## src/include/ssp_consts.svh

```systemverilog
`ifndef SSP_CONSTS_SVH
`define SSP_CONSTS_SVH

// Register byte addresses on the APB
`define SSP_CTRL_OFS 8'h00
`define SSP_DATA_OFS 8'h04

// Control register reset value and field positions
`define SSP_CTRL_RST 8'h60
`define SSP_CKS_BIT 7
`define SSP_MODE_HI_BIT 6
`define SSP_MODE_LO_BIT 5
`define SSP_EN_BIT 4
`define SSP_ORDER_BIT 3
`define SSP_SEL_EN_BIT 2
`define SSP_WRITE_COLLISION_FLAG_BIT 1
`define SSP_TRF_BIT 0

// Mode select encodings
`define SSP_MODE_DIV1 2'h0
`define SSP_MODE_DIV4 2'h1
`define SSP_MODE_DIV16 2'h2
`define SSP_MODE_SLAVE 2'h3

// Serial clock edges in one byte transfer
`define SSP_EDGES 5'h10

// Half-period reloads (cycles minus one), unit clock = system / 4
`define SSP_HALF_Q_DIV1 5'h01
`define SSP_HALF_Q_DIV4 5'h07
`define SSP_HALF_Q_DIV16 5'h1F

// Half-period reloads, unit clock = system clock
`define SSP_HALF_F_DIV1 5'h00
`define SSP_HALF_F_DIV4 5'h01
`define SSP_HALF_F_DIV16 5'h07

`endif

```

## src/include/ssp_pkg.sv

```systemverilog
package ssp_pkg;

	typedef enum logic {
		XFER_IDLE,
		XFER_SHIFT
	} xfer_state_t;

endpackage

```

## src/sync_serial_port.sv

```systemverilog
// Design decisions made here: the register addresses and register access over APB.
`timescale 1ns/1ps
`default_nettype none
`include "ssp_consts.svh"

// Overview of operation
// - Clock source bit 7 low gives unit clock of system clock over four.
// - Mode bits: 00,01,10 master at unit (unit/2 with bit 7 high), /4, /16; 11 slave.
// - Bus enable bit 4 low leaves all serial pins undriven.
// - On enabling, data line and, in master, clock line driven low, then await data write.
// - Master: data write loads shift buffer and starts full-duplex transfer.
// - Master: done flag set once all bits are shifted.
// - Slave: each received clock, while selected, shifts out and in.
// - Bit order bit 3: one shifts MSB first, zero LSB first.
// - Select enable bit 2 turns select on; off leaves select pin floating.
// - Data write during a transfer sets collision bit 1, value discarded.
// - Done flag bit 0 set on completion and drives the interrupt.
// - Reception continues while the processor is halted.
// - Data writes reach only shift buffer; reads return the data register.
// - At transfer end received bits are copied into the data register.
// - Build option picks rising (1) or falling (0) sampling edge.
// - Clearing bus enable returns all status flags to cleared.
module sync_serial_port #(
	parameter bit CLOCK_POLARITY_OPT = 1'b1
) (
	input  wire logic        sys_clk_i,
	input  wire logic        rst_i,
	input  wire logic        psel_i,
	input  wire logic        penable_i,
	input  wire logic        pwrite_i,
	input  wire logic [7:0]  paddr_i,
	input  wire logic [31:0] pwdata_i,
	input  wire logic [3:0]  pstrb_i,
	output logic      [31:0] prdata_o,
	output logic             pready_o,
	output logic             pslverr_o,
	input  wire logic        serial_clk_i,
	output logic             serial_clk_o,
	output logic             serial_clk_oe_o,
	input  wire logic        serial_in_i,
	output logic             serial_out_o,
	output logic             serial_out_oe_o,
	input  wire logic        slave_select_n_i,
	output logic             slave_select_n_o,
	output logic             slave_select_n_oe_o,
	output logic             serial_bus_irq_o
);

	localparam logic [7:0] CTRL_RST = `SSP_CTRL_RST;

	logic                clk_src_ff;
	logic [1:0]          mode_ff;
	logic                bus_en_ff;
	logic                bus_en_d_ff;
	logic                order_ff;
	logic                sel_en_ff;
	logic                write_collision_flag_ff;
	logic                trf_ff;
	logic [7:0]          data_reg_ff;
	logic [7:0]          shift_buf_ff;
	ssp_pkg::xfer_state_t state_ff;
	logic [4:0]          edge_cnt_ff;
	logic [4:0]          div_cnt_ff;
	logic                sclk_ff;
	logic                sdo_ff;
	logic                ss_n_ff;
	logic                sclk_oe_ff;
	logic                sdo_oe_ff;
	logic                ss_oe_ff;
	logic                pready_ff;
	logic                pslverr_ff;
	logic [31:0]         prdata_ff;
	logic                sck_s1_ff;
	logic                sck_s2_ff;
	logic                sck_s3_ff;
	logic                sdi_s1_ff;
	logic                sdi_s2_ff;
	logic                ss_s1_ff;
	logic                ss_s2_ff;

	logic       setup;
	logic       access;
	logic       hit_ctrl;
	logic       hit_data;
	logic       wr_ctrl;
	logic       wr_data;
	logic       master;
	logic       busy;
	logic       selected;
	logic       m_tick;
	logic       s_tick;
	logic       tick;
	logic       rising;
	logic       sample;
	logic       last;
	logic       start;
	logic       abort;
	logic [4:0] reload;
	logic [4:0] edge_nxt;
	logic [7:0] shifted;
	logic [7:0] ctrl_rd;

	function automatic logic head_bit(input logic msb_first, input logic [7:0] v);
		head_bit = msb_first ? v[7] : v[0];
	endfunction

	// APB decode; one wait-free access phase after each setup
	assign setup    = psel_i & ~penable_i;
	assign access   = psel_i & penable_i & pready_ff;
	assign hit_ctrl = (paddr_i == `SSP_CTRL_OFS);
	assign hit_data = (paddr_i == `SSP_DATA_OFS);
	assign wr_ctrl  = access & pwrite_i & hit_ctrl & pstrb_i[0];
	assign wr_data  = access & pwrite_i & hit_data & pstrb_i[0];

	assign ctrl_rd = {clk_src_ff, mode_ff, bus_en_ff, order_ff,
		sel_en_ff, write_collision_flag_ff, trf_ff};

	always_ff @(posedge sys_clk_i or posedge rst_i) begin
		if (rst_i) begin
			pready_ff  <= 1'b0;
			pslverr_ff <= 1'b0;
			prdata_ff  <= 32'h0000_0000;
		end else begin
			pready_ff  <= setup;
			pslverr_ff <= setup & ~(hit_ctrl | hit_data);
			if (setup & ~pwrite_i & hit_ctrl) begin
				prdata_ff <= {24'h00_0000, ctrl_rd};
			end else if (setup & ~pwrite_i & hit_data) begin
				prdata_ff <= {24'h00_0000, data_reg_ff};
			end else begin
				prdata_ff <= 32'h0000_0000;
			end
		end
	end

	// Pin synchronisers; the first stage feeds only the second
	always_ff @(posedge sys_clk_i or posedge rst_i) begin
		if (rst_i) begin
			sck_s1_ff <= 1'b0;
			sck_s2_ff <= 1'b0;
			sck_s3_ff <= 1'b0;
			sdi_s1_ff <= 1'b0;
			sdi_s2_ff <= 1'b0;
			ss_s1_ff  <= 1'b1;
			ss_s2_ff  <= 1'b1;
		end else begin
			sck_s1_ff <= serial_clk_i;
			sck_s2_ff <= sck_s1_ff;
			sck_s3_ff <= sck_s2_ff;
			sdi_s1_ff <= serial_in_i;
			sdi_s2_ff <= sdi_s1_ff;
			ss_s1_ff  <= slave_select_n_i;
			ss_s2_ff  <= ss_s1_ff;
		end
	end

	// Control fields written by software
	always_ff @(posedge sys_clk_i or posedge rst_i) begin
		if (rst_i) begin
			clk_src_ff <= CTRL_RST[`SSP_CKS_BIT];
			mode_ff    <= CTRL_RST[`SSP_MODE_HI_BIT:`SSP_MODE_LO_BIT];
			bus_en_ff  <= CTRL_RST[`SSP_EN_BIT];
			order_ff   <= CTRL_RST[`SSP_ORDER_BIT];
			sel_en_ff  <= CTRL_RST[`SSP_SEL_EN_BIT];
		end else if (wr_ctrl) begin
			clk_src_ff <= pwdata_i[`SSP_CKS_BIT];
			mode_ff    <= pwdata_i[`SSP_MODE_HI_BIT:`SSP_MODE_LO_BIT];
			bus_en_ff  <= pwdata_i[`SSP_EN_BIT];
			order_ff   <= pwdata_i[`SSP_ORDER_BIT];
			sel_en_ff  <= pwdata_i[`SSP_SEL_EN_BIT];
		end
	end

	assign master   = (mode_ff != `SSP_MODE_SLAVE);
	assign busy     = (state_ff == ssp_pkg::XFER_SHIFT);
	assign selected = ~sel_en_ff | ~ss_s2_ff;

	always_comb begin
		case ({clk_src_ff, mode_ff})
			3'h0:    reload = `SSP_HALF_Q_DIV1;
			3'h1:    reload = `SSP_HALF_Q_DIV4;
			3'h2:    reload = `SSP_HALF_Q_DIV16;
			3'h4:    reload = `SSP_HALF_F_DIV1;
			3'h5:    reload = `SSP_HALF_F_DIV4;
			3'h6:    reload = `SSP_HALF_F_DIV16;
			default: reload = `SSP_HALF_Q_DIV1;
		endcase
	end

	assign m_tick = bus_en_ff & busy & master & (div_cnt_ff == 5'h00);
	assign s_tick = bus_en_ff & ~master & selected & (sck_s2_ff ^ sck_s3_ff);
	assign tick   = m_tick | s_tick;
	assign rising = master ? ~sclk_ff : sck_s2_ff;
	assign sample = (rising == CLOCK_POLARITY_OPT);
	assign edge_nxt = edge_cnt_ff + 5'h01;
	assign last  = tick & (edge_nxt == `SSP_EDGES);
	assign start = bus_en_ff & wr_data & ~busy & master;
	assign abort = busy & ~master & ~selected;

	assign shifted = order_ff ? {shift_buf_ff[6:0], sdi_s2_ff}
		: {sdi_s2_ff, shift_buf_ff[7:1]};

	// Transfer sequencing; runs on during halt, no halt gating
	always_ff @(posedge sys_clk_i or posedge rst_i) begin
		if (rst_i) begin
			state_ff    <= ssp_pkg::XFER_IDLE;
			edge_cnt_ff <= 5'h00;
		end else if (~bus_en_ff) begin
			state_ff    <= ssp_pkg::XFER_IDLE;
			edge_cnt_ff <= 5'h00;
		end else begin
			case (state_ff)
				ssp_pkg::XFER_IDLE: begin
					if (start) begin
						state_ff    <= ssp_pkg::XFER_SHIFT;
						edge_cnt_ff <= 5'h00;
					end else if (s_tick) begin
						state_ff    <= ssp_pkg::XFER_SHIFT;
						edge_cnt_ff <= edge_nxt;
					end
				end
				ssp_pkg::XFER_SHIFT: begin
					if (abort | last) begin
						state_ff    <= ssp_pkg::XFER_IDLE;
						edge_cnt_ff <= 5'h00;
					end else if (tick) begin
						edge_cnt_ff <= edge_nxt;
					end
				end
				default: begin
					state_ff    <= ssp_pkg::XFER_IDLE;
					edge_cnt_ff <= 5'h00;
				end
			endcase
		end
	end

	// Master clock divider and generated serial clock
	always_ff @(posedge sys_clk_i or posedge rst_i) begin
		if (rst_i) begin
			div_cnt_ff <= 5'h00;
			sclk_ff    <= 1'b0;
		end else if (~bus_en_ff | ~busy | ~master) begin
			div_cnt_ff <= reload;
			sclk_ff    <= 1'b0;
		end else if (m_tick) begin
			div_cnt_ff <= reload;
			sclk_ff    <= ~sclk_ff & ~last;
		end else begin
			div_cnt_ff <= div_cnt_ff - 5'h01;
		end
	end

	// writes land in shift buffer only
	always_ff @(posedge sys_clk_i or posedge rst_i) begin
		if (rst_i) begin
			shift_buf_ff <= 8'h00;
		end else if (bus_en_ff & wr_data & ~busy) begin
			shift_buf_ff <= pwdata_i[7:0];
		end else if (tick & sample) begin
			shift_buf_ff <= shifted;
		end
	end

	always_ff @(posedge sys_clk_i or posedge rst_i) begin
		if (rst_i) begin
			data_reg_ff <= 8'h00;
		end else if (last) begin
			data_reg_ff <= sample ? shifted : shift_buf_ff;
		end
	end

	// Serial out: holds a bit between drive edges
	always_ff @(posedge sys_clk_i or posedge rst_i) begin
		if (rst_i) begin
			sdo_ff <= 1'b0;
		end else if (bus_en_ff & ~bus_en_d_ff) begin
			sdo_ff <= 1'b0;
		end else if (bus_en_ff & wr_data & ~busy) begin
			sdo_ff <= head_bit(order_ff, pwdata_i[7:0]);
		end else if (tick & ~sample) begin
			sdo_ff <= head_bit(order_ff, shift_buf_ff);
		end
	end

	// Done flag: a completing transfer wins over a clear
	always_ff @(posedge sys_clk_i or posedge rst_i) begin
		if (rst_i) begin
			trf_ff <= 1'b0;
		end else if (last) begin
			trf_ff <= 1'b1;
		end else if (~bus_en_ff) begin
			trf_ff <= 1'b0;
		end else if (wr_ctrl & ~pwdata_i[`SSP_TRF_BIT]) begin
			trf_ff <= 1'b0;
		end
	end

	always_ff @(posedge sys_clk_i or posedge rst_i) begin
		if (rst_i) begin
			write_collision_flag_ff <= 1'b0;
		end else if (wr_data & busy) begin
			write_collision_flag_ff <= 1'b1;
		end else if (~bus_en_ff) begin
			write_collision_flag_ff <= 1'b0;
		end else if (wr_ctrl & ~pwdata_i[`SSP_WRITE_COLLISION_FLAG_BIT]) begin
			write_collision_flag_ff <= 1'b0;
		end
	end

	// Pin drivers; enables follow the control fields one cycle later
	always_ff @(posedge sys_clk_i or posedge rst_i) begin
		if (rst_i) begin
			bus_en_d_ff <= 1'b0;
			sclk_oe_ff  <= 1'b0;
			sdo_oe_ff   <= 1'b0;
			ss_oe_ff    <= 1'b0;
			ss_n_ff     <= 1'b1;
		end else begin
			bus_en_d_ff <= bus_en_ff;
			sclk_oe_ff  <= bus_en_ff & master;
			sdo_oe_ff   <= bus_en_ff;
			ss_oe_ff    <= bus_en_ff & master & sel_en_ff;
			// select low on enable
			// Released after each byte so the peer sees a frame end
			if (~bus_en_ff | last) begin
				ss_n_ff <= 1'b1;
			end else if ((bus_en_ff & ~bus_en_d_ff) | start) begin
				ss_n_ff <= 1'b0;
			end
		end
	end

	assign prdata_o            = prdata_ff;
	assign pready_o            = pready_ff;
	assign pslverr_o           = pslverr_ff;
	assign serial_clk_o        = sclk_ff;
	assign serial_clk_oe_o     = sclk_oe_ff;
	assign serial_out_o        = sdo_ff;
	assign serial_out_oe_o     = sdo_oe_ff;
	assign slave_select_n_o    = ss_n_ff;
	assign slave_select_n_oe_o = ss_oe_ff;
	assign serial_bus_irq_o    = trf_ff;
endmodule
`default_nettype wire

```

## config.mk

```make
export PLATFORM = sky130hd
export DESIGN_NAME = sync_serial_port
export DESIGN_NICKNAME = d
export VERILOG_FILES = /design/src/include/ssp_pkg.sv /design/src/sync_serial_port.sv
export VERILOG_INCLUDE_DIRS = /design/src /design/src/include
export SDC_FILE = /design/constraint.sdc
export NUM_CORES = 1
export LEC_CHECK = 0
export ABC_AREA = 1
export BUFFER_PORTS_ARGS = -buffer_cell sky130_fd_sc_hd__buf_2
export CAP_MARGIN = 20
export CORE_MARGIN = 10
export CORE_UTILIZATION = 51
export DETAILED_ROUTE_END_ITERATION = 7
export HOLD_SLACK_MARGIN = 0.05
export PLACE_DENSITY_LB_ADDON = 0.12
export RECOVER_POWER = 25
export SLEW_MARGIN = 20
export SYNTH_ARGS = -nofsm -noshare
export SYNTH_HDL_FRONTEND = slang
export SYNTH_SLANG_ARGS = --single-unit
```

## constraint.sdc

```tcl
create_clock -name sys_clk_i -period 2.3 [get_ports sys_clk_i]
set_clock_uncertainty 0.15 [all_clocks]
set_input_delay 0.115 -clock sys_clk_i [delete_from_list [all_inputs] [get_ports sys_clk_i]]
set_output_delay 0.115 -clock sys_clk_i [all_outputs]
set_load 0.03 [all_outputs]
```

-- Word-level counts from Yosys, hierarchy flattened
Index checks and enable logic that the tools add are counted.
- add/sub/neg operators: 2
- multiply operators: 0
- divide/modulo/power cells: 0
- $lt $le $gt $ge: 0
- equality and inequality tests: 11
- shifts and indexed selects: 0
- muxes and demuxes: 36
- bitwise logic cells: 57
- reductions and logical operators: 8
- operators by type and width (operator ; number):
    8-bit two-way mux ; 5
    5-bit two-way mux ; 7
    1-bit bitwise AND ; 33
    32-bit two-way mux ; 1
    1-bit two-way mux ; 20
    1-bit NOT ; 15
    5-bit case mux with 3 select lines ; 1
    5-bit case mux with 2 select lines ; 1
    8-bit by 3-bit == test with 1-bit output, second input constant ; 1
    8-bit zero test ; 1
    1-bit OR ; 8
    3-bit == test, second input constant ; 2
    3-bit by 1-bit inequality test with 1-bit output, second input constant ; 2
    2-bit nonzero test ; 3
    5-bit by 1-bit adder with 5-bit output, second input constant ; 1
    5-bit == test, second input constant ; 1
    5-bit zero test ; 1
    5-bit by 1-bit subtractor with 5-bit output, second input constant ; 1
    4-bit by 2-bit inequality test with 1-bit output, second input constant ; 1
    4-bit inequality test, second input constant ; 1
    3-bit by 1-bit == test with 1-bit output, second input constant ; 1
    3-bit by 2-bit == test with 1-bit output, second input constant ; 1
    3-bit nonzero test ; 1
    2-bit inequality test, second input constant ; 1
    4 further kinds ; 4
- flip-flop bits (word level): 82
- latch bits: 0
- RAM bits: 0
- bits in read-only memories: 0
- input port bits: 52
- output and inout bits: 41
- memories kept: 0

-- Depth between registers and ports, before layout
- depth after elaboration: 11
- mapped depth: 12

-- Worst setup path after synthesis
Ideal clock, no wire load.
- path kind: register -> register
- from: register pready_ff (netlist: pready_o)
- to: register shift_buf_ff[7]
- setup time: 121 ps
- arrival time: 1378 ps
- data required time: 2029 ps
- setup slack: 652 ps
- stages on the path, launching flop included: 7
- clock period less this slack: 1648 ps
- cells stage by stage: dfrtp_1 -> nand3_1 -> nor2_2 -> nand3_2 -> buf_2 -> o21ai_0 -> o21ai_2
- word-level cells in the longest chain between the ends: 7
- elaborated cells between the ends (all ways): 8
- ends and longest elaborated chain (element ; line ; source):
    start, declared ; sync_serial_port.sv:70 ; logic pready_ff;
    start signal, assigned ; sync_serial_port.sv:124 ; pready_ff <= setup;
    1-bit bitwise AND (*) ; sync_serial_port.sv:109 ; assign access = psel_i & penable_i & pready_ff;
    1-bit bitwise AND (*) (3 in a row) ; sync_serial_port.sv:113 ; assign wr_data = access & pwrite_i & hit_data & pstrb_i[0];
    1-bit bitwise AND (*) (2 in a row) ; sync_serial_port.sv:258 ; end else if (bus_en_ff & wr_data & ~busy) begin
    8-bit two-way mux / 2-bit nonzero test (equally long branches) ; n/a ;
    end signal, assigned ; sync_serial_port.sv:259 ; shift_buf_ff <= pwdata_i[7:0];
    end signal, assigned ; sync_serial_port.sv:261 ; shift_buf_ff <= shifted;
    end, declared ; sync_serial_port.sv:60 ; logic [7:0] shift_buf_ff;
Every way passes the cells marked *; elsewhere a longest branch is shown, timed or not.
A chain may end at the register's enable or synchronous reset.

-- Final worst setup path
- from: input port pwrite_i
- to: register write_collision_flag_ff
- word-level cells in the longest chain between the ends: 5
- elaborated cells between the ends (all ways): 9
- ends and longest elaborated chain (element ; line ; source):
    start, declared ; sync_serial_port.sv:30 ; input wire logic pwrite_i,
    1-bit bitwise AND (*) ; sync_serial_port.sv:112, sync_serial_port.sv:113 ;
    1-bit bitwise AND (on tied branches) (2 in a row) ; sync_serial_port.sv:113, sync_serial_port.sv:112 ;
    1-bit bitwise AND (on tied branches) ; sync_serial_port.sv:302, sync_serial_port.sv:306 ;
    3-bit by 1-bit inequality test with 1-bit output (no source line) / 1-bit two-way mux (equally long branches) ; n/a ;
    end signal, assigned ; sync_serial_port.sv:301 ; write_collision_flag_ff <= 1'b0;
    end signal, assigned ; sync_serial_port.sv:303 ; write_collision_flag_ff <= 1'b1;
    end signal, assigned ; sync_serial_port.sv:305 ; write_collision_flag_ff <= 1'b0;
    end, declared ; sync_serial_port.sv:57 ; logic write_collision_flag_ff;
Marks and branches as above.

==> run metrics <==
status complete, no violations; CP Capture Type flop; Die Wd 97.4 microns; Fmax 497 MHz; routed via count 2,355; CTS Buf Count 9; Critical Path RT 2.37 ns; clock buffer depth 2; boundary pin count 93; PwrDens 795 nW/um^2; R2R cell count 9; Top Family by Delay on Critical Path buffers and inverters; Leak 1.85 nW; first drt pass iteration count 4; Worst Max-Slew Pin Slew 0.724 ns; CP Depth 8; H-tree levels 3; clk sinks 58; worst path buffer plus inverter count 3; vias per cell 4.79; Worst-path clk slew 0.06 ns; Synth area leaders dfrtp_1 (43%), nand2_1 (8.6%), buf_4 (6.4%); largest stage delay on the critical path 0.56 ns; Post-Route WL 6.64 mm; ys flop type dfrtp_1; vias in the first global route 2,437; Post-synth EDFFs 0; RSZ-0062 raised after global routing no; Clk Latency, worst-skew pair 0.34 ns; Area growth syn-to-layout 18.3%; final slew viol count 0; library cells used by synthesis 38; ys async rst share 100%; Layout Nets 468; Critical Path Fanout Max 6; CP Class primary input to flop; minimum clock period 2.01 ns; Tightest Hold Check Type primary input to flop; share of post-route cells with drive strength above 1 21.1%; Ys Warns 0; max-cap violation count 0; antenna diode count 0; CTS tree built; pin count of the biggest net entering global routing 31; initial antenna violation count 0; fillers 492; mean routed wirelength per cell 13.5 microns; #FFs+latches synth 58; GPL Wtd Cong 0.824; Yosys top cell area share 43.5%; Post-Syn Area 3050 sq um; Die Span Y 97.4 microns; setup bufs post-CTS 0; first-pass GRT wire length 11.5 mm; Placement Setup Slack 0.386 ns; syn avg cell area 8.77 sq um; GR Overflow Total 0; sequential element share of the synthesized area 47.8%; Port Buf Inserts 41; Worst EP arrival 2.08 ns; CP Launch Type primary input; hold depth 5; CP max stage cell dlygate4sd3_1; Yosys top cell by area dfrtp_1; total die area 9480 sq um; Final Cycle Share 87.5%; CTS root buf clkbuf_8; Critical Path, Cell by Cell dlygate4sd3_1 > buf_2 > nand3_1 > nor2_2 > nand2_1 > o211ai_1 > nand2_1 > dlygate4sd3_1; DRC violations left 0; initial DRC count 61; effective utilization at floorplan 52.2%; Core ar. 5850 sq um; maximum VDD drop 0.569 mV; post-synthesis cell count 348; HPWL after DPL 5.05 mm; Routed Antenna Nets 0; floorplan row count 28; final setup violation count 0; Max-slew headroom 51.7%; global-route usage over all layers 14.7%; Hold Fails Final Rpt 0; Fin Setup TNS 0 ns; final worst setup slack 0.288 ns
cell type report:
class                      instances  area [sq um]  share of cell area [%]
clock buffer                      11           141                    3.92
clock inverter                     5          77.6                    2.15
inverter                          43           168                    4.64
multi-input combinational        238          1270                    35.3
sequential                        58          1460                    40.4
tap                               75          93.8                    2.60
timing repair buffer              62           399                    11.1
routing by layer:
metal	up-vias	routed length, microns	global-route usage (%)
li1	1229	-	-
met1	1074	2930	17.0
met2	41	3340	25.0
met3	11	270	4.34
met4	0	102	5.59
met5	-	0	0
flip-flops by register name (all words and copies together) (netlist names), 2 cells and up:
name / flops
data_reg_ff: 8
edge_cnt_ff: 5
div_cnt_ff: 5
mode_ff: 2
shift_buf_ff: 8
prdata_o: 8
power breakdown:
group	total [W]	internal [W]	switching (W)
registers	0.00125	0.00113	0.000121
clock network	0.00103	0.000636	0.000399
logic	0.000587	0.000215	0.000372
total	0.00287	0.00198	0.000892
cells by family (layout without fill, tap and decap cells):
| kind of cell | count (synthesis) | count (layout) | synth area share, % |
|---|---|---|---|
| other | 1 | 24 | 0.123 |
| flip-flops | 58 | 58 | 47.8 |
| XOR/XNOR | 4 | 4 | 1.15 |
| AO/OA/AOI/OAI | 67 | 67 | 13.7 |
| AND/OR/NAND/NOR | 132 | 132 | 20.0 |
| buffers and inverters | 75 | 121 | 13.4 |
| adder cells (fa/ha/maj) | 4 | 4 | 1.64 |
| multiplexers | 7 | 7 | 2.30 |
what timing repair did:
item                                   in CTS  in global routing
endpoints found under the hold margin      76                  0
gates resized for setup                     0                  0
hold buffers                               17                  0
path summary, 6_finish.rpt:
check,from,to,slack (ns)
max,pwrite_i,write_collision_flag_ff,0.29
min,paddr_i[3],pslverr_o,0.06
max reg2reg,bus_en_ff,data_reg_ff[2],0.31
min reg2reg,sdi_s1_ff,sdi_s2_ff,0.20
max in group asynchronous,rst_i,clk_src_ff,0.74
min in group asynchronous,rst_i,sck_s1_ff,0.19
cells in the mapped netlist (3+ instances only):
| cell | number |
|---|---|
| nand2_1 | 70 |
| dfrtp_1 | 53 |
| inv_1 | 38 |
| buf_4 | 26 |
| o21ai_0 | 26 |
| nand3_1 | 19 |
| nor2_1 | 19 |
| o21ai_1 | 16 |
| o211ai_1 | 9 |
| mux2i_1 | 7 |
| nand4_1 | 6 |
| o32ai_1 | 6 |
| dfstp_2 | 5 |
| nand2_2 | 5 |
| ha_1 | 4 |
| buf_2 | 3 |
| nor2_2 | 3 |
| o21ai_2 | 3 |
| o31ai_1 | 3 |
per-stage QoR:
step	power (W)	hold slack, ns	cells	utilization, %	instance area [sq um]
global placement	0.00182	-0.0727	459	55.4	3240
detailed placement	0.00184	-0.0735	459	55.4	3240
floorplan	0.00173	-0.0305	371	-	3140
CTS	0.00290	0.0526	492	62.0	3630
global route	0.00306	0.127	492	61.7	3610
finish	0.00287	0.0650	492	61.7	3610
cell usage in the layout, fill, tap and decap left out, types with 5 or more instances in the layout:
cell type	instances
buf_2	41
clkbuf_8	10
conb_1	24
dfrtp_1	53
dfstp_2	5
dlygate4sd3_1	17
inv_1	38
mux2i_1	7
nand2_1	70
nand2_2	5
nand3_1	19
nand4_1	6
nor2_1	19
o211ai_1	9
o21ai_0	26
o21ai_1	16
o32ai_1	6
tightest hold or removal path, delay by kind of cell:
family	cells	cell delay [ns]
AND/OR/NAND/NOR	4	0.30
buffers and inverters	1	0.09
Note: power is estimated with default switching activity, not from simulation.
